### config.mk
export PLATFORM = sky130hd
export DESIGN_NAME = afec_top
export DESIGN_NICKNAME = d
export VERILOG_FILES = /design/src/verilog/afec_pkg.sv /design/src/verilog/afec_sync_edge.sv /design/src/verilog/afec_oneshot.sv /design/src/verilog/afec_top.sv
export SDC_FILE = /design/constraint.sdc
export NUM_CORES = 1
export LEC_CHECK = 0
export BUFFER_PORTS_ARGS = -buffer_cell sky130_fd_sc_hd__buf_4
export CAP_MARGIN = 25
export CORE_MARGIN = 2
export CORE_UTILIZATION = 65
export CTS_CLUSTER_SIZE = 25
export DETAILED_ROUTE_END_ITERATION = 6
export GPL_ROUTABILITY_DRIVEN = 0
export PLACE_DENSITY = 0.82
export SYNTH_ARGS = -nofsm -noshare
export SYNTH_HDL_FRONTEND = slang
export SYNTH_SLANG_ARGS = --single-unit
### constraint.sdc
create_clock -name clk_in -period 5.08 [get_ports clk_in]
set_clock_uncertainty 0.05 [all_clocks]
set_input_delay 0.254 -clock clk_in [delete_from_list [all_inputs] [get_ports clk_in]]
set_output_delay 0.254 -clock clk_in [all_outputs]
set_load 0.02 [all_outputs]
### src/verilog/afec_pkg.sv
// Constants and carrier types for the antenna fault escalation block
// What this block does
// RULE1: Each fault trigger fires exactly one fixed 100 ms cut-off pulse.
// RULE2: The fault trigger also sets a trip indicator latch that outlives the pulse.
// RULE3: Disable forces the outgoing cut-off pulse off; detection and trip keep working.
// RULE4: RF drive is inhibited for the whole time a cut-off pulse is active.
// RULE5: Four cut-off pulses inside one 90 s window command low power.
// RULE6: The pulse counter clears by itself at the end of every window.
// RULE7: Four more pulses after low power assert plate_supply_shutdown_latch, held until manual reset.
// RULE8: After manual reclose the transmitter stays low until high power is commanded.
// RULE9: Window length selects 15, 30, 60 or 90 s, 90 s by default.
// RULE10: Defeat option lights low power indicator but keeps full power; plate_supply_shutdown_latch still follows.
// RULE11: Window starts at first pulse after a clear; window-end clear is momentary.
// RULE12: Low power command is a 20 ms momentary closure, not a level.
// RULE13: First pulse latches protection indicator; after plate_supply_shutdown_latch it flashes at 2 Hz.
// RULE14: Fault and manual reset inputs are synchronised and edge detected.
package afec_pkg;
  localparam int          CLK_HZ       = 20_000_000;
  localparam int          MS_CYC       = CLK_HZ / 1000;
  localparam int          PULSE_MS     = 100;
  localparam int          PULSE_CYC    = PULSE_MS * MS_CYC;
  localparam int          LOWP_MS      = 20;
  localparam int          LOWP_CYC     = LOWP_MS * MS_CYC;
  localparam int          FLASH_HZ     = 2;
  localparam int          FLASH_CYC    = CLK_HZ / (2 * FLASH_HZ);
  localparam int          SEC_CYC      = CLK_HZ;
  localparam logic [2:0]  TRIP_COUNT   = 3'h4;
  localparam logic [6:0]  WIN_15_S     = 7'h0F;
  localparam logic [6:0]  WIN_30_S     = 7'h1E;
  localparam logic [6:0]  WIN_60_S     = 7'h3C;
  localparam logic [6:0]  WIN_90_S     = 7'h5A;
  localparam logic [1:0]  WSEL_90      = 2'h0;
  localparam logic [1:0]  WSEL_15      = 2'h1;
  localparam logic [1:0]  WSEL_30      = 2'h2;
  localparam logic [1:0]  WSEL_60      = 2'h3;
  localparam int          IN_FAULT     = 0;
  localparam int          IN_MRST      = 1;
  localparam int          IN_HIPWR     = 2;
  localparam int          IN_W         = 3;

  typedef enum logic [1:0] {
    AFEC_ST_NORMAL,
    AFEC_ST_LOWP,
    AFEC_ST_LOCK
  } afec_stage_t;

  typedef struct packed {
    logic       op_disable;
    logic       defeat_lowp;
    logic [1:0] win_sel;
  } afec_cfg_t;

  typedef struct packed {
    logic fault_trip_indicator;
    logic low_power_indicator;
    logic plate_supply_shutdown_latch;
    logic protection_operated_indicator;
  } afec_ind_t;
endpackage

### src/verilog/afec_sync_edge.sv
// Two-stage synchroniser with rising edge detect per input bit
module afec_sync_edge #(
  parameter int W = 3
) (
  input  wire logic         clk_in,
  input  wire logic         rst_b_in,
  input  wire logic [W-1:0] d_in,
  output logic      [W-1:0] rise_out
);
  logic [W-1:0] meta_reg;
  logic [W-1:0] sync_reg;
  logic [W-1:0] prev_reg;

  ////////////////////////////////////////////////////////////////////////
  // Per bit: meta feeds only sync, edge taken from sync and prev
  genvar g;
  for (g = 0; g < W; g++) begin : g_bit
    logic meta_next;
    logic sync_next;
    logic prev_next;
    always_comb begin
      meta_next = d_in[g];
      sync_next = meta_reg[g];
      prev_next = sync_reg[g];
    end
    always_ff @(posedge clk_in or negedge rst_b_in) begin
      if (!rst_b_in) begin
        meta_reg[g] <= 1'b0;
        sync_reg[g] <= 1'b0;
        prev_reg[g] <= 1'b0;
      end else begin
        meta_reg[g] <= meta_next;
        sync_reg[g] <= sync_next;
        prev_reg[g] <= prev_next;
      end
    end
    // RULE14 single edge
    assign rise_out[g] = sync_reg[g] & ~prev_reg[g];

    property p_one_edge;
      @(posedge clk_in) disable iff (!rst_b_in)
      rise_out[g] |=> !rise_out[g] ##1 !rise_out[g];
    endproperty
    a_one_edge: assert property (p_one_edge) else $error("edge lasted too long"); // RULE14
  end
endmodule

### src/verilog/afec_oneshot.sv
// Non-retriggerable one-shot producing a fixed number of busy cycles
module afec_oneshot #(
  parameter int unsigned N = 4
) (
  input  wire logic clk_in,
  input  wire logic rst_b_in,
  input  wire logic start_in,
  output logic      busy_out
);
  logic [31:0] cnt_reg;
  logic [31:0] cnt_next;
  logic        busy_reg;
  logic        busy_next;

  ////////////////////////////////////////////////////////////////////////
  // RULE1 fixed length
  always_comb begin
    cnt_next  = cnt_reg;
    busy_next = busy_reg;
    if (!busy_reg) begin
      busy_next = start_in;       // Triggers while busy are ignored
      cnt_next  = 32'h0;
    end else if (cnt_reg == 32'(N - 1)) begin
      busy_next = 1'b0;
      cnt_next  = 32'h0;
    end else begin
      cnt_next  = cnt_reg + 32'h1;
    end
  end

  // Register stage
  always_ff @(posedge clk_in or negedge rst_b_in) begin
    if (!rst_b_in) begin
      cnt_reg  <= 32'h0;
      busy_reg <= 1'b0;
    end else begin
      cnt_reg  <= cnt_next;
      busy_reg <= busy_next;
    end
  end

  assign busy_out = busy_reg;

  property p_shot_len;
    @(posedge clk_in) disable iff (!rst_b_in)
    $fell(busy_reg) |-> $past(cnt_reg) == 32'(N - 1);
  endproperty
  a_shot_len: assert property (p_shot_len) else $error("one-shot length wrong"); // RULE1
endmodule

### src/verilog/afec_top.sv
// Antenna fault escalation control: cut-off pulse, counting, low power, plate_supply_shutdown_latch
module afec_top #(
  parameter int unsigned PULSE_CYC = afec_pkg::PULSE_CYC,
  parameter int unsigned LOWP_CYC  = afec_pkg::LOWP_CYC,
  parameter int unsigned FLASH_CYC = afec_pkg::FLASH_CYC,
  parameter int unsigned SEC_CYC   = afec_pkg::SEC_CYC
) (
  input  wire logic                clk_in,
  input  wire logic                rst_b_in,
  input  wire logic                fault_trig_in,
  input  wire logic                man_reset_in,
  input  wire logic                high_power_cmd_in,
  input  wire afec_pkg::afec_cfg_t cfg_in,
  output logic                     cutoff_pulse_out,
  output logic                     rf_drive_inhibit_out,
  output logic                     low_power_cmd_out,
  output logic                     tx_low_power_out,
  output afec_pkg::afec_ind_t      ind_out
);
  logic [afec_pkg::IN_W-1:0] rise;
  logic                      fault_rise;
  logic                      mrst_rise;
  logic                      hp_rise;
  logic                      shot_busy;
  logic                      lowp_busy;
  logic                      lowp_fire;

  logic                      cut_reg;
  logic                      cut_next;
  logic                      inhib_reg;
  logic                      cnt_ev;
  logic                      lowcmd_reg;

  afec_pkg::afec_stage_t     stage_reg;
  afec_pkg::afec_stage_t     stage_next;
  logic [2:0]                cnt_reg;
  logic [2:0]                cnt_next;
  logic [2:0]                cnt_base;
  logic                      win_on_reg;
  logic                      win_on_next;
  logic                      win_end;
  logic [31:0]               win_cnt_reg;
  logic [31:0]               win_cnt_next;
  logic [31:0]               win_len;
  logic [6:0]                win_s;
  logic                      pwr_low_reg;
  logic                      pwr_low_next;
  logic                      trip_reg;
  logic                      trip_next;
  logic                      prot_reg;
  logic                      prot_next;
  logic                      lowind_reg;
  logic                      lowind_next;
  logic                      flash_reg;
  logic                      flash_next;
  logic [31:0]               flash_cnt_reg;
  logic [31:0]               flash_cnt_next;
  afec_pkg::afec_ind_t       ind_reg;
  afec_pkg::afec_ind_t       ind_next;

  ////////////////////////////////////////////////////////////////////////
  // RULE14 synchronise inputs
  afec_sync_edge #(
    .W (afec_pkg::IN_W)
  ) u_sync (
    .clk_in   (clk_in),
    .rst_b_in (rst_b_in),
    .d_in     ({high_power_cmd_in, man_reset_in, fault_trig_in}),
    .rise_out (rise)
  );

  assign fault_rise = rise[afec_pkg::IN_FAULT];
  assign mrst_rise  = rise[afec_pkg::IN_MRST];
  assign hp_rise    = rise[afec_pkg::IN_HIPWR];

  // RULE1 cut-off one-shot
  afec_oneshot #(
    .N (PULSE_CYC)
  ) u_cut_shot (
    .clk_in   (clk_in),
    .rst_b_in (rst_b_in),
    .start_in (fault_rise),
    .busy_out (shot_busy)
  );

  // RULE12 momentary low power closure
  afec_oneshot #(
    .N (LOWP_CYC)
  ) u_lowp_shot (
    .clk_in   (clk_in),
    .rst_b_in (rst_b_in),
    .start_in (lowp_fire),
    .busy_out (lowp_busy)
  );

  ////////////////////////////////////////////////////////////////////////
  // RULE3 disable grounds the outgoing pulse, the RF inhibit and the pulse count
  assign cut_next = shot_busy & ~cfg_in.op_disable;
  // Each rising edge of the outgoing pulse is one counted operation
  assign cnt_ev   = cut_next & ~cut_reg;

  // RULE9 window length select
  always_comb begin
    unique case (cfg_in.win_sel)
      afec_pkg::WSEL_15: win_s = afec_pkg::WIN_15_S;
      afec_pkg::WSEL_30: win_s = afec_pkg::WIN_30_S;
      afec_pkg::WSEL_60: win_s = afec_pkg::WIN_60_S;
      afec_pkg::WSEL_90: win_s = afec_pkg::WIN_90_S;
    endcase
  end
  assign win_len = 32'(32'(win_s) * SEC_CYC);
  // RULE6 window end clears
  assign win_end = win_on_reg && (win_cnt_reg >= win_len - 32'h1);

  ////////////////////////////////////////////////////////////////////////
  // Counting window, escalation stage and power level
  always_comb begin
    stage_next   = stage_reg;
    pwr_low_next = pwr_low_reg;
    lowind_next  = lowind_reg;
    lowp_fire    = 1'b0;
    // RULE11 momentary clear at window end
    cnt_base     = win_end ? 3'h0 : cnt_reg;
    win_on_next  = win_on_reg & ~win_end;
    win_cnt_next = win_on_next ? win_cnt_reg + 32'h1 : 32'h0;
    cnt_next     = cnt_base;
    if (cnt_ev && stage_reg != afec_pkg::AFEC_ST_LOCK) begin
      cnt_next = cnt_base + 3'h1;
      // RULE11 window opens on first pulse
      if (!win_on_next) begin
        win_on_next  = 1'b1;
        win_cnt_next = 32'h0;
      end
      if (cnt_next == afec_pkg::TRIP_COUNT) begin
        cnt_next     = 3'h0;
        win_on_next  = 1'b0;
        win_cnt_next = 32'h0;
        unique case (stage_reg)
          afec_pkg::AFEC_ST_NORMAL: begin
            // RULE5 first threshold
            stage_next  = afec_pkg::AFEC_ST_LOWP;
            lowind_next = 1'b1;
            // RULE10 defeat keeps full power
            if (!cfg_in.defeat_lowp) begin
              pwr_low_next = 1'b1;
              lowp_fire    = 1'b1;
            end
          end
          afec_pkg::AFEC_ST_LOWP: begin
            // RULE7 second threshold locks out
            stage_next = afec_pkg::AFEC_ST_LOCK;
          end
          afec_pkg::AFEC_ST_LOCK: begin
            stage_next = afec_pkg::AFEC_ST_LOCK;
          end
        endcase
      end
    end
    // Operator return to full power, refused while locked out
    if (hp_rise && stage_reg != afec_pkg::AFEC_ST_LOCK) begin
      pwr_low_next = 1'b0;
    end
    // RULE8 manual reclose restarts in low power
    if (mrst_rise && stage_reg == afec_pkg::AFEC_ST_LOCK) begin
      stage_next   = afec_pkg::AFEC_ST_NORMAL;
      pwr_low_next = 1'b1;
      lowind_next  = 1'b0;
      cnt_next     = 3'h0;
      win_on_next  = 1'b0;
      win_cnt_next = 32'h0;
    end
  end

  ////////////////////////////////////////////////////////////////////////
  // Indicators and flasher
  always_comb begin
    // RULE2 trip latch, set wins over clear
    trip_next = fault_rise | (trip_reg & ~mrst_rise);
    // RULE13 protection operated latch
    prot_next = cnt_ev | (prot_reg & ~mrst_rise);
    if (flash_cnt_reg >= FLASH_CYC - 32'h1) begin
      flash_cnt_next = 32'h0;
      flash_next     = ~flash_reg;
    end else begin
      flash_cnt_next = flash_cnt_reg + 32'h1;
      flash_next     = flash_reg;
    end
    ind_next.fault_trip_indicator        = trip_next;
    ind_next.low_power_indicator         = lowind_next;
    // RULE7 plate supply removed while locked
    ind_next.plate_supply_shutdown_latch = (stage_next == afec_pkg::AFEC_ST_LOCK);
    // RULE13 flash after plate_supply_shutdown_latch
    ind_next.protection_operated_indicator =
      (stage_next == afec_pkg::AFEC_ST_LOCK) ? flash_next : prot_next;
  end

  ////////////////////////////////////////////////////////////////////////
  // State registers
  always_ff @(posedge clk_in or negedge rst_b_in) begin
    if (!rst_b_in) begin
      cut_reg       <= 1'b0;
      inhib_reg     <= 1'b0;
      lowcmd_reg    <= 1'b0;
      stage_reg     <= afec_pkg::AFEC_ST_NORMAL;
      cnt_reg       <= 3'h0;
      win_on_reg    <= 1'b0;
      win_cnt_reg   <= 32'h0;
      pwr_low_reg   <= 1'b0;
      lowind_reg    <= 1'b0;
      trip_reg      <= 1'b0;
      prot_reg      <= 1'b0;
      flash_reg     <= 1'b0;
      flash_cnt_reg <= 32'h0;
      ind_reg       <= '0;
    end else begin
      cut_reg       <= cut_next;
      // RULE4 inhibit RF drive with pulse
      inhib_reg     <= cut_next;
      lowcmd_reg    <= lowp_busy;
      stage_reg     <= stage_next;
      cnt_reg       <= cnt_next;
      win_on_reg    <= win_on_next;
      win_cnt_reg   <= win_cnt_next;
      pwr_low_reg   <= pwr_low_next;
      lowind_reg    <= lowind_next;
      trip_reg      <= trip_next;
      prot_reg      <= prot_next;
      flash_reg     <= flash_next;
      flash_cnt_reg <= flash_cnt_next;
      ind_reg       <= ind_next;
    end
  end

  assign cutoff_pulse_out     = cut_reg;
  assign rf_drive_inhibit_out = inhib_reg;
  assign low_power_cmd_out    = lowcmd_reg;
  assign tx_low_power_out     = pwr_low_reg;
  assign ind_out              = ind_reg;

  ////////////////////////////////////////////////////////////////////////
  // Checks
  property p_trip_set;
    @(posedge clk_in) disable iff (!rst_b_in)
    fault_rise |=> ind_out.fault_trip_indicator;
  endproperty
  a_trip_set: assert property (p_trip_set) else $error("trip not latched"); // RULE2

  property p_disable_gate;
    @(posedge clk_in) disable iff (!rst_b_in)
    cfg_in.op_disable |=> !cutoff_pulse_out;
  endproperty
  a_disable_gate: assert property (p_disable_gate) else $error("pulse passed disable"); // RULE3

  property p_rf_inhibit;
    @(posedge clk_in) disable iff (!rst_b_in)
    cutoff_pulse_out |-> rf_drive_inhibit_out;
  endproperty
  a_rf_inhibit: assert property (p_rf_inhibit) else $error("RF not inhibited"); // RULE4

  property p_low_step;
    @(posedge clk_in) disable iff (!rst_b_in)
    (stage_reg == afec_pkg::AFEC_ST_NORMAL && cnt_ev && !mrst_rise &&
     cnt_base == afec_pkg::TRIP_COUNT - 3'h1)
    |=> stage_reg == afec_pkg::AFEC_ST_LOWP && ind_out.low_power_indicator;
  endproperty
  a_low_step: assert property (p_low_step) else $error("no low power step"); // RULE5

  property p_win_clear;
    @(posedge clk_in) disable iff (!rst_b_in)
    (win_end && !cnt_ev && !mrst_rise) |=> cnt_reg == 3'h0 && !win_on_reg;
  endproperty
  a_win_clear: assert property (p_win_clear) else $error("window end kept count"); // RULE6

  property p_plate_supply_shutdown_latch;
    @(posedge clk_in) disable iff (!rst_b_in)
    (stage_reg == afec_pkg::AFEC_ST_LOWP && cnt_ev && !mrst_rise &&
     cnt_base == afec_pkg::TRIP_COUNT - 3'h1)
    |=> ind_out.plate_supply_shutdown_latch ##1
        (ind_out.plate_supply_shutdown_latch || $past(mrst_rise));
  endproperty
  a_plate_supply_shutdown_latch: assert property (p_plate_supply_shutdown_latch) else $error("plate_supply_shutdown_latch missing"); // RULE7

  property p_reclose_low;
    @(posedge clk_in) disable iff (!rst_b_in)
    (mrst_rise && stage_reg == afec_pkg::AFEC_ST_LOCK)
    |=> tx_low_power_out && !ind_out.plate_supply_shutdown_latch;
  endproperty
  a_reclose_low: assert property (p_reclose_low) else $error("reclose not low"); // RULE8

  property p_win_len;
    @(posedge clk_in) disable iff (!rst_b_in)
    (win_on_reg && $stable(cfg_in.win_sel)) |-> win_cnt_reg < win_len;
  endproperty
  a_win_len: assert property (p_win_len) else $error("window overran"); // RULE9

  property p_defeat;
    @(posedge clk_in) disable iff (!rst_b_in)
    (cfg_in.defeat_lowp && stage_reg == afec_pkg::AFEC_ST_NORMAL &&
     stage_next == afec_pkg::AFEC_ST_LOWP && !hp_rise)
    |=> tx_low_power_out == $past(tx_low_power_out) && !low_power_cmd_out;
  endproperty
  a_defeat: assert property (p_defeat) else $error("defeat ignored"); // RULE10

  property p_win_open;
    @(posedge clk_in) disable iff (!rst_b_in)
    (cnt_ev && !win_on_reg && cnt_next != 3'h0) |=> win_on_reg;
  endproperty
  a_win_open: assert property (p_win_open) else $error("window not opened"); // RULE11

  property p_lowp_cmd;
    @(posedge clk_in) disable iff (!rst_b_in)
    (lowp_fire && !lowp_busy) |=> ##1 low_power_cmd_out;
  endproperty
  a_lowp_cmd: assert property (p_lowp_cmd) else $error("low power closure missing"); // RULE12

  property p_flash;
    @(posedge clk_in) disable iff (!rst_b_in)
    stage_reg == afec_pkg::AFEC_ST_LOCK |->
      ind_out.protection_operated_indicator == flash_reg;
  endproperty
  a_flash: assert property (p_flash) else $error("indicator not flashing"); // RULE13
endmodule

# Yosys cells after proc, flatten, opt, wreduce, memory -nomap -nowiden
# Cells that the tools add are included.
word_totals:
  regBits: 154
  in_bits: 9
  word_cells: 122
classes:
  add_sub_neg: 6
  mul: 1
  magnitude_cmp: 2
  n_eq_ne: 11
  n_mux: 42
  bitwise_logic: 18
  reduce_logical: 15
op_table:
  columns: ["cell", "count"]
  rows:
  - ["$mux 32", 10]
  - ["$add 32x1->32 const B", 4]
  - ["$eq 32x19->1 const B", 1]
  - ["$eq 32x21->1 const B", 1]
  - ["$ge 32x23->1 const B", 1]
  - ["$ge 32x32->1", 1]
  - ["$sub 32x1->32 const B", 1]
  - ["$pmux 7 s4", 1]
  - ["$mul 7x17->24 const B", 1]
  - ["$mux 1", 23]
  - ["$mux 3", 4]
  - ["$reduce_bool 3->1", 3]
  - ["$and 1x1->1", 8]
  - ["$eq 2x2->1 const B", 4]
  - ["$not 1->1", 8]
  - ["$mux 2", 3]
  - ["$reduce_bool 2->1", 3]
  - ["$eq 2x1->1 const B", 2]
  - ["$logic_and 1x1->1", 4]
  - ["$logic_not 2->1", 2]
  - ["$pmux 2 s2", 1]
  - ["$reduce_and 4->1", 1]
  - ["$add 3x1->3 const B", 1]
  - ["$eq 3x3->1 const B", 1]
  - ["other kinds (5)", 6]

# Logic depth before layout (Yosys ltp)
# Gate-level depths: netlist of the first run.
depth:
  word_depth: 14
  mapped_depth: 18

# Cells and area by module
# From an unflattened synthesis of the first run, not the netlist that was laid out.
unflattened:
  cells_unflattened: 817
  area_unflattened_um2: 8132.8
modules_own_cells:
  columns: ["mod", "n_inst", "cells_per_inst", "area_per_inst_um2", "seq_area_each_um2"]
  rows:
  - ["afec_top", 1, 448, 4366.7, 1976.9]
  - ["afec_oneshot (u_cut_shot)", 1, 190, 1796.7, 825.8]
  - ["afec_oneshot (u_lowp_shot)", 1, 167, 1702.9, 825.8]
  - ["afec_sync_edge", 1, 12, 266.5, 225.2]

# Worst setup path after synthesis of the first run
# Ideal clock, no wire load.
synth_timing:
  path_type: "input port to flip-flop"
  start: "in cfg_in[0] in the netlist's numbering"
  end: "reg win_cnt_reg[10]"
  setup_ps: 86
  t_arrival_ps: 3285
  setup_slack_ps: 1659
  stages: 18
  n_path_buf: 1
  cell_sequence: "inv_1 -> ha_1 -> a21oi_1 -> xnor2_1 -> nand2_1 -> o21ai_0 -> ha_1 -> nand4_1 -> nor4_1 -> o311ai_0 -> a31oi_1 -> nor2b_1 -> ha_1 -> ha_1 -> nand2_1 -> nand3_1 -> clkbuf_1 -> nor3_1"
synth_via:
  elab_chain_cells: 13
  word_cells_on_any_way: 19
synth_lines:
  columns: ["element", "line_no", "rtl"]
  rows:
  - ["from (decl)", "afec_top.sv:13", "input wire afec_pkg::afec_cfg_t cfg_in,"]
  - ["$eq 2x2->1, or another cell as far along", "afec_top.sv:104", "unique case (cfg_in.win_sel)"]
  - ["$pmux 7 s4 (*)", "afec_top.sv:104", null]
  - ["$mul 7x17->24 (*)", "afec_top.sv:111", "assign win_len = 32'(32'(win_s) * SEC_CYC);"]
  - ["$sub 32x1->32 (*)", "afec_top.sv:113", "assign win_end = win_on_reg && (win_cnt_reg >= win_len - 32'h1);"]
  - ["$ge 32x32->1 (*)", "afec_top.sv:113", null]
  - ["$logic_and 1x1->1 (*)", "afec_top.sv:113", null]
  - ["branches (longest 5 deep; another with $add 3x1->3)", null, null]
  - ["$mux 32 (*)", "afec_top.sv:127", "if (cnt_ev && stage_reg != afec_pkg::AFEC_ST_LOCK) begin"]
  - ["$mux 32 (*)", "afec_top.sv:164", "if (mrst_rise && stage_reg == afec_pkg::AFEC_ST_LOCK) begin"]
  - ["via win_cnt_next[10]", "afec_top.sv:43", "logic [31:0] win_cnt_next;"]
  - ["to (signal assigned)", "afec_top.sv:223", "win_cnt_reg <= win_cnt_next;"]
  - ["to (decl)", "afec_top.sv:42", "logic [31:0] win_cnt_reg;"]
# Mark *: on every way through the listed nets, which the timed path passes. The select of a mux whose other input is x is not followed.
# A chain may end at the register's enable or synchronous reset.

# Worst setup path in the final report of the first run
layout_timing:
  start: "in cfg_in[0] in the netlist's numbering"
  end: "reg win_cnt_reg[7]"
# Same word-level chain as after synthesis.

==> metrics.yaml, run 1 <==
synthesis:
  netlist_area_um2: 7938
  synth_mux_area_frac: 0.001419
  ys_seq_elements: 154
  synthAdderAreaFrac: 0.06463
  synth.avg_cell_area_um2: 9.704
  dominantRegCellSynth: "dfrtp_1"
  yosys_warnings: 0
  synth_top_family_by_area: "simple AND/OR/NAND/NOR gates"
  syn_inst: 818
  synth-xor-area-share: 0.1203
  synth_cell_type_count: 52
  ys_seq_area_frac: 0.4855
  synthArstFlopShare: 1.000
  synth-edff-count: 0
  yosys.area_share.simple: 0.2505
  synth_compound_area_frac: 0.04335
route:
  wl_um: 16360
  routedWlPerCell_um: 16.25
  routed_via_density: 5.979
  drc: 0
  route.vias.total: 6021
  drt_first_pass_iters: 5
  drt_iter0_markers: 601
  ant_nets: 0
global_route:
  overflow: 0
  grt_pass1_vias: 6043
  grtUsageTotal: 0.2699
  grt_max_degree: 108
  antenna_found_initial: 0
  grt_pass1_wl_um: 28200
timing:
  drv_slew: 0
  fin_crit_ns: 3.703
  max_freq_ghz: 0.2701
  finalCritPeriodShare: 0.7289
  tns_ns: 0
  max_slew.worst_pin.slew_ns: 0.7157
  setup_violations: 0
  slew_headroom: 0.5168
  hold_viol_final: 0
  rsz0062_at_grt: "no"
clock_tree:
  cts_root_buffer: "clkbuf_16"
  cts_num_sinks: 154
  cts_buffers: 17
  cts_tree: "yes"
  cts_buffer_depth: 2
  htree_num_levels: 4
  clock_latency_ns: 0.44
  clk_pin_slew_ns: 0.07
final_layout:
  layout_commonest_cell: "dfrtp_1"
  finish.utilization: 0.7462
  nNetsFinal: 897
  final_cell_mix: "dfrtp_1 (154), nor2_1 (114), xnor2_1 (74)"
  nFillCells: 796
  final_layout_size_suffix_gt1_frac: 0.07791
  multi_input_comb_area_um2: 3862
  area_delta_synth_final_pct: 12.45
  fin_cells: 1007
  seqCellArea_um2: 3854
  n_antenna_cell: 0
placed_design:
  portBuffers: 16
  dp.cells: 968
  hpwlAfterDp_um: 10900
flow_run:
  cap_viol_max_count: 0
hold_path:
  worstHoldPathType: "input port to asynchronous set/reset pin"
worst_setup_path:
  path_class: "input port to flop"
  critPathCaptureType: "flop"
  cp.required_ns: 5.35
  r2r_slack_ns: 1.55
  cp.arrival_ns: 3.97
  cp_max_fo: 33
  start_kind: "input port"
floorplanning:
  ioPinCount: 17
  die_h_um: 114.5
  rows: 40
  core_um2: 11960
  die_w_um: 114.5
  start_util: 0.6636
  dieArea_um2: 13110
power_and_ir_drop:
  ir_drop_uv: 430.2
  p_per_area_nw_per_um2: 341.5
  power_mw: 3.048
  p_leak_nw: 3.797
outcome:
  outcome: "completed"
power breakdown:
part	switching (mW)	total (mW)	internal, mW
sequential	0.0652	1.37	1.30
combinational	0.229	0.367	0.138
clock	0.511	1.31	0.801
total	0.805	3.05	2.24
through the flow:
step	cell area (um2)	hold slack [ns]	setup slack, ns
3_3_place_gp	8200	0.2830	1.309
2_1_floorplan	7968	-0.09159	1.659
6_report	8926	0.1956	1.377
4_1_cts	8899	0.3059	1.424
5_1_grt	8926	0.1981	1.021
3_5_place_dp	8220	0.2910	1.021
timing repair:
item	CTS	global route
hold buffers	6	0
hold endpoints to repair	111	0
setup buffers	0	0
resized for setup	0	0
layout make-up:
| cell class | instances | area share |
|---|---|---|
| repair buffers | 29 | 0.02930 |
| well taps | 147 | 0.02061 |
| clock inverters | 13 | 0.01850 |
| multi-input cells | 606 | 0.4327 |
| inverters | 39 | 0.01640 |
| clock buffers | 19 | 0.05074 |
| flip-flops and latches | 154 | 0.4317 |
cells by family after synthesis:
family                   Yosys count
other                              1
multiplexers                       1
AND/OR/NAND/NOR                  390
buffers and inverters             66
XOR/XNOR                         109
flip-flops                       154
adder cells (fa/ha/maj)           41
AO/OA/AOI/OAI                     56
synth_stat cells (all sizes together), types with 3 or more instances:
| library cell | count | area, um2 |
|---|---|---|
| or4 | 5 | 37.54 |
| buf | 6 | 43.79 |
| nand4b | 3 | 26.28 |
| and3 | 12 | 75.07 |
| or2 | 3 | 18.77 |
| dfrtp | 154 | 3854 |
| nor3 | 54 | 270.3 |
| clkbuf | 21 | 78.83 |
| a211oi | 4 | 30.03 |
| nand3 | 44 | 225.2 |
| ha | 41 | 513.0 |
| o31ai | 4 | 30.03 |
| nand4 | 32 | 206.5 |
| nand2 | 53 | 198.9 |
| and4 | 9 | 78.83 |
| nand2b | 4 | 25.02 |
| and2 | 4 | 25.03 |
| o21ai | 15 | 75.07 |
| or3 | 7 | 48.80 |
| nor4b | 3 | 32.53 |
| xor2 | 35 | 306.5 |
| inv | 39 | 146.4 |
| nor4 | 34 | 227.7 |
| a31oi | 3 | 18.77 |
| xnor2 | 74 | 648.1 |
| nor2 | 114 | 427.9 |
| nor2b | 7 | 43.79 |
| a21oi | 18 | 90.09 |
path summary, 6_finish.rpt:
path | from | to | cells after the start
hold reg to reg | u_sync.g_bit[0].sync_next$_DFF_PN0_ | u_sync.g_bit[0].prev_next$_DFF_PN0_ | 0
min in group clk_in | u_sync.g_bit[0].sync_next$_DFF_PN0_ | u_sync.g_bit[0].prev_next$_DFF_PN0_ | 0
hold / removal | rst_b_in | u_lowp_shot.cnt_reg[27]$_DFF_PN0_ | 2
setup / recovery | cfg_in[0] | win_cnt_reg[7]$_DFF_PN0_ | 19
max in group asynchronous | rst_b_in | flash_cnt_reg[10]$_DFF_PN0_ | 4
setup reg to reg | win_cnt_reg[10]$_DFF_PN0_ | win_on_reg$_DFF_PN0_ | 12
worst max-delay path, stage by stage:
cell,delay (ns)
buf_4,0.14
inv_1,0.15
ha_1,0.29
a21oi_1,0.18
xnor2_1,0.08
nand2_1,0.06
o21ai_0,0.08
ha_1,0.29
nand4_1,0.14
nor4_1,0.26
o311ai_0,0.28
a31oi_1,0.41
nor2b_1,0.10
ha_1,0.21
ha_1,0.25
nand2_1,0.14
nand3_1,0.10
buf_4,0.25
nor3_1,0.27
per-layer routing:
| metal | GRT usage | part of all wire | vias to the layer above |
|---|---|---|---|
| met3 | 0.06776 | 0.036 | 24 |
| li1 | - | - | 2893 |
| met4 | 0.09350 | 0.015 | 0 |
| met1 | 0.3359 | 0.43 | 2992 |
| met2 | 0.4596 | 0.52 | 112 |
| met5 | 0 | 0 | - |
No activity file was read; power rests on OpenSTA's default activity.
==> run 2, diff against run 1 <==
Settings changed: ABC_AREA set to 1, CORE_UTILIZATION 65 to 57, PLACE_DENSITY 0.82 to 0.76.
Clock period 5.08 ns to 3 ns, I/O delays scaled along.
==> run 2 against run 1 <==
  * Routed wire length increased by 18%
  * Die area is 25% higher
  * Setup slack lost 1.2 ns
  * Sequential power grew 69%
  * Critical path depth up 6
  * Synthesized cell count increased by 35%
  * Critical path type unchanged
  * Critical endpoint is now ind_out[0]$_DFF_PN0_
==> metrics.yaml, run 2 <==
route:
  route.vias.total: 7389
  drc: 0
  routed_via_density: 5.366
  drt_first_pass_iters: 6
  ant_nets: 0
  drt_iter0_markers: 551
  wl_um: 19230
  routedWlPerCell_um: 13.96
timing:
  max_freq_ghz: 0.3559
  setup_violations: 0
  hold_viol_final: 0
  finalHoldWorstSlack_ns: 0.2166
  drv_slew: 0
  final.setup.worst_slack_ns: 0.1905
  finalCritPeriodShare: 0.9365
  max_slew.worst_pin.slew_ns: 0.6600
  fin_crit_ns: 2.809
  slew_headroom: 0.5595
worst_setup_path:
  r2r-start: "win_cnt_reg[31]$_DFF_PN0_"
  critPathCaptureType: "flop"
  r2r-end: "ind_out[0]$_DFF_PN0_"
  start_kind: "input port"
  cp_max_fo: 6
  cp.arrival_ns: 3.07
  cp.required_ns: 3.26
  r2r_slack_ns: 0.22
  reg2reg_depth: 19
  path_class: "input port to flop"
synthesis:
  synth-edff-count: 0
  ys_top_cells_by_count: "nand2_1 (235), nor2_1 (185), dfrtp_1 (154)"
  dominantRegCellSynth: "dfrtp_1"
  synth_top_area_frac: 0.4399
  synth_top_area_cell: "dfrtp_1"
  syn_inst: 1103
  ys_seq_elements: 154
  synthArstFlopShare: 1.000
  synthTopCellsByArea: "dfrtp_1 (44%), nand2_1 (10%), nor2_1 (7.9%)"
  netlist_area_um2: 8761
  synth_cell_type_count: 41
  synth.avg_cell_area_um2: 7.943
  synth.most_common_cell: "nand2_1"
  ys_seq_area_frac: 0.4399
  yosys_warnings: 0
clock_tree:
  cts_root_buffer: "clkbuf_16"
  cts_buffer_depth: 2
  cts_num_sinks: 154
  clk_pin_slew_ns: 0.06
  cts_tree: "yes"
  cts_buffers: 17
  htree_num_levels: 4
  clock_latency_ns: 0.43
placed_design:
  post-place-ws_ns: -0.4272
  hpwlAfterDp_um: 13790
  portBuffers: 16
final_layout:
  layout_commonest_cell: "nand2_1"
  final_layout_size_suffix_gt1_frac: 0.1362
  finish.utilization: 0.6782
  area_delta_synth_final_pct: 16.81
  n_antenna_cell: 0
  nNetsFinal: 1228
  final_cell_mix: "nand2_1 (230), nor2_1 (182), dfrtp_1 (154)"
floorplanning:
  die_h_um: 128.0
  dieArea_um2: 16380
  rows: 45
  ioPinCount: 17
  start_util: 0.5806
  core_um2: 15090
  die_w_um: 128.0
flow_run:
  cap_viol_max_count: 0
power_and_ir_drop:
  power_mw: 5.569
  p_per_area_nw_per_um2: 544.2
  ir_drop_uv: 558.6
  p_leak_nw: 4.716
global_route:
  overflow: 0
  antenna_found_initial: 0
  grtUsageTotal: 0.2484
  grt_pass1_vias: 7156
  grt_max_degree: 68
  grt_pass1_wl_um: 32570
outcome:
  outcome: "completed"
hold_path:
  worstHoldPathType: "input port to asynchronous set/reset pin"
[run 2: changes by cell type in the layout (fill, tap and decap cells not counted), moves of 14 or more]
cell,delta
nor2_1,+68
buf_4,+31
inv_1,+91
xnor2_1,-54
nand2_1,+177
nor2_2,+14
[run 2: report_power, final]
group / internal [mW] / switching [mW]
sequential: 2.21 / 0.109
clock: 1.57 / 0.803
combinational: 0.333 / 0.538
total: 4.12 / 1.45
[run 2: worst max-delay path, cell delays in order]
cell and delay, ns:
buf_6 0.11, clkinvlp_4 0.14, buf_4 0.16, buf_4 0.13, ha_2 0.18, nand3_1 0.09, xor2_1 0.16, ha_1 0.26
nand2_1 0.07, a21oi_1 0.06, nor2_1 0.13, nor2_1 0.08, nor2_2 0.11, nand2_2 0.10, nand2_4 0.08, nand2_2 0.06
inv_2 0.08, ha_4 0.15, ha_4 0.14, nand2_4 0.06, or2_4 0.28, o21ai_4 0.08, nor2_4 0.06, nor2_2 0.11
a21oi_2 0.03
[run 2: cell type report]
class	instances	area [um2]
Fill cell	1205	4856
Tap cell	188	235.2
Timing Repair Buffer	60	489.2
Clock inverter	8	192.7
Inverter	143	543.0
Multi-Input combinational cell	802	4466
Clock buffer	22	454.2
Sequential cell	154	3854
[run 2: what timing repair did]
action / in CTS / in global routing
pin swaps: 0 / 12
hold buffers: 6 / 0
buffers inserted: 0 / 4
gates resized for setup: 1 / 33
endpoints found under the hold margin: 66 / 0
endpoints found under the setup margin: 1 / 37
[run 2: per-layer routing]
layer,global-route usage,share of wire
met1,0.3233,0.46
met3,0.04132,0.039
met2,0.4130,0.47
met4,0.1067,0.031
met5,0,0
[run 2: worst max-delay path by stage]
stage	startpoint	to	slack, ns
after CTS	cfg_in[0]	win_cnt_reg[2]$_DFF_PN0_	0.04
final	cfg_in[0]	ind_out[0]$_DFF_PN0_	0.19
after global placement	cfg_in[0]	win_cnt_reg[2]$_DFF_PN0_	-0.27
after detailed placement	cfg_in[0]	win_cnt_reg[2]$_DFF_PN0_	-0.43
after global routing	cfg_in[1]	ind_out[0]$_DFF_PN0_	-0.04
after floorplan	cfg_in[0]	win_cnt_reg[3]$_DFF_PN0_	0.02
[run 2: through the flow]
step	cells	setup TNS, ns	instance area, um2
after floorplan	1111	0	8793
after global placement	1337	-6.324	9356
after detailed placement	1337	-10.51	9356
after CTS	1373	0	10070
after global routing	1377	-0.03601	10230
final	1377	0	10230
[run 2: logic make-up after synthesis]
kind of cell | after synthesis | share of synthesized area
AOI/OAI and AO/OA | 56 | 0.03556
xor gates and xnor gates | 67 | 0.06698
buffers and inverters | 155 | 0.06855
adders and majority gates | 41 | 0.05855
DFF | 154 | 0.4399
other | 1 | 0.0004280
and+or+nand+nor | 629 | 0.3301
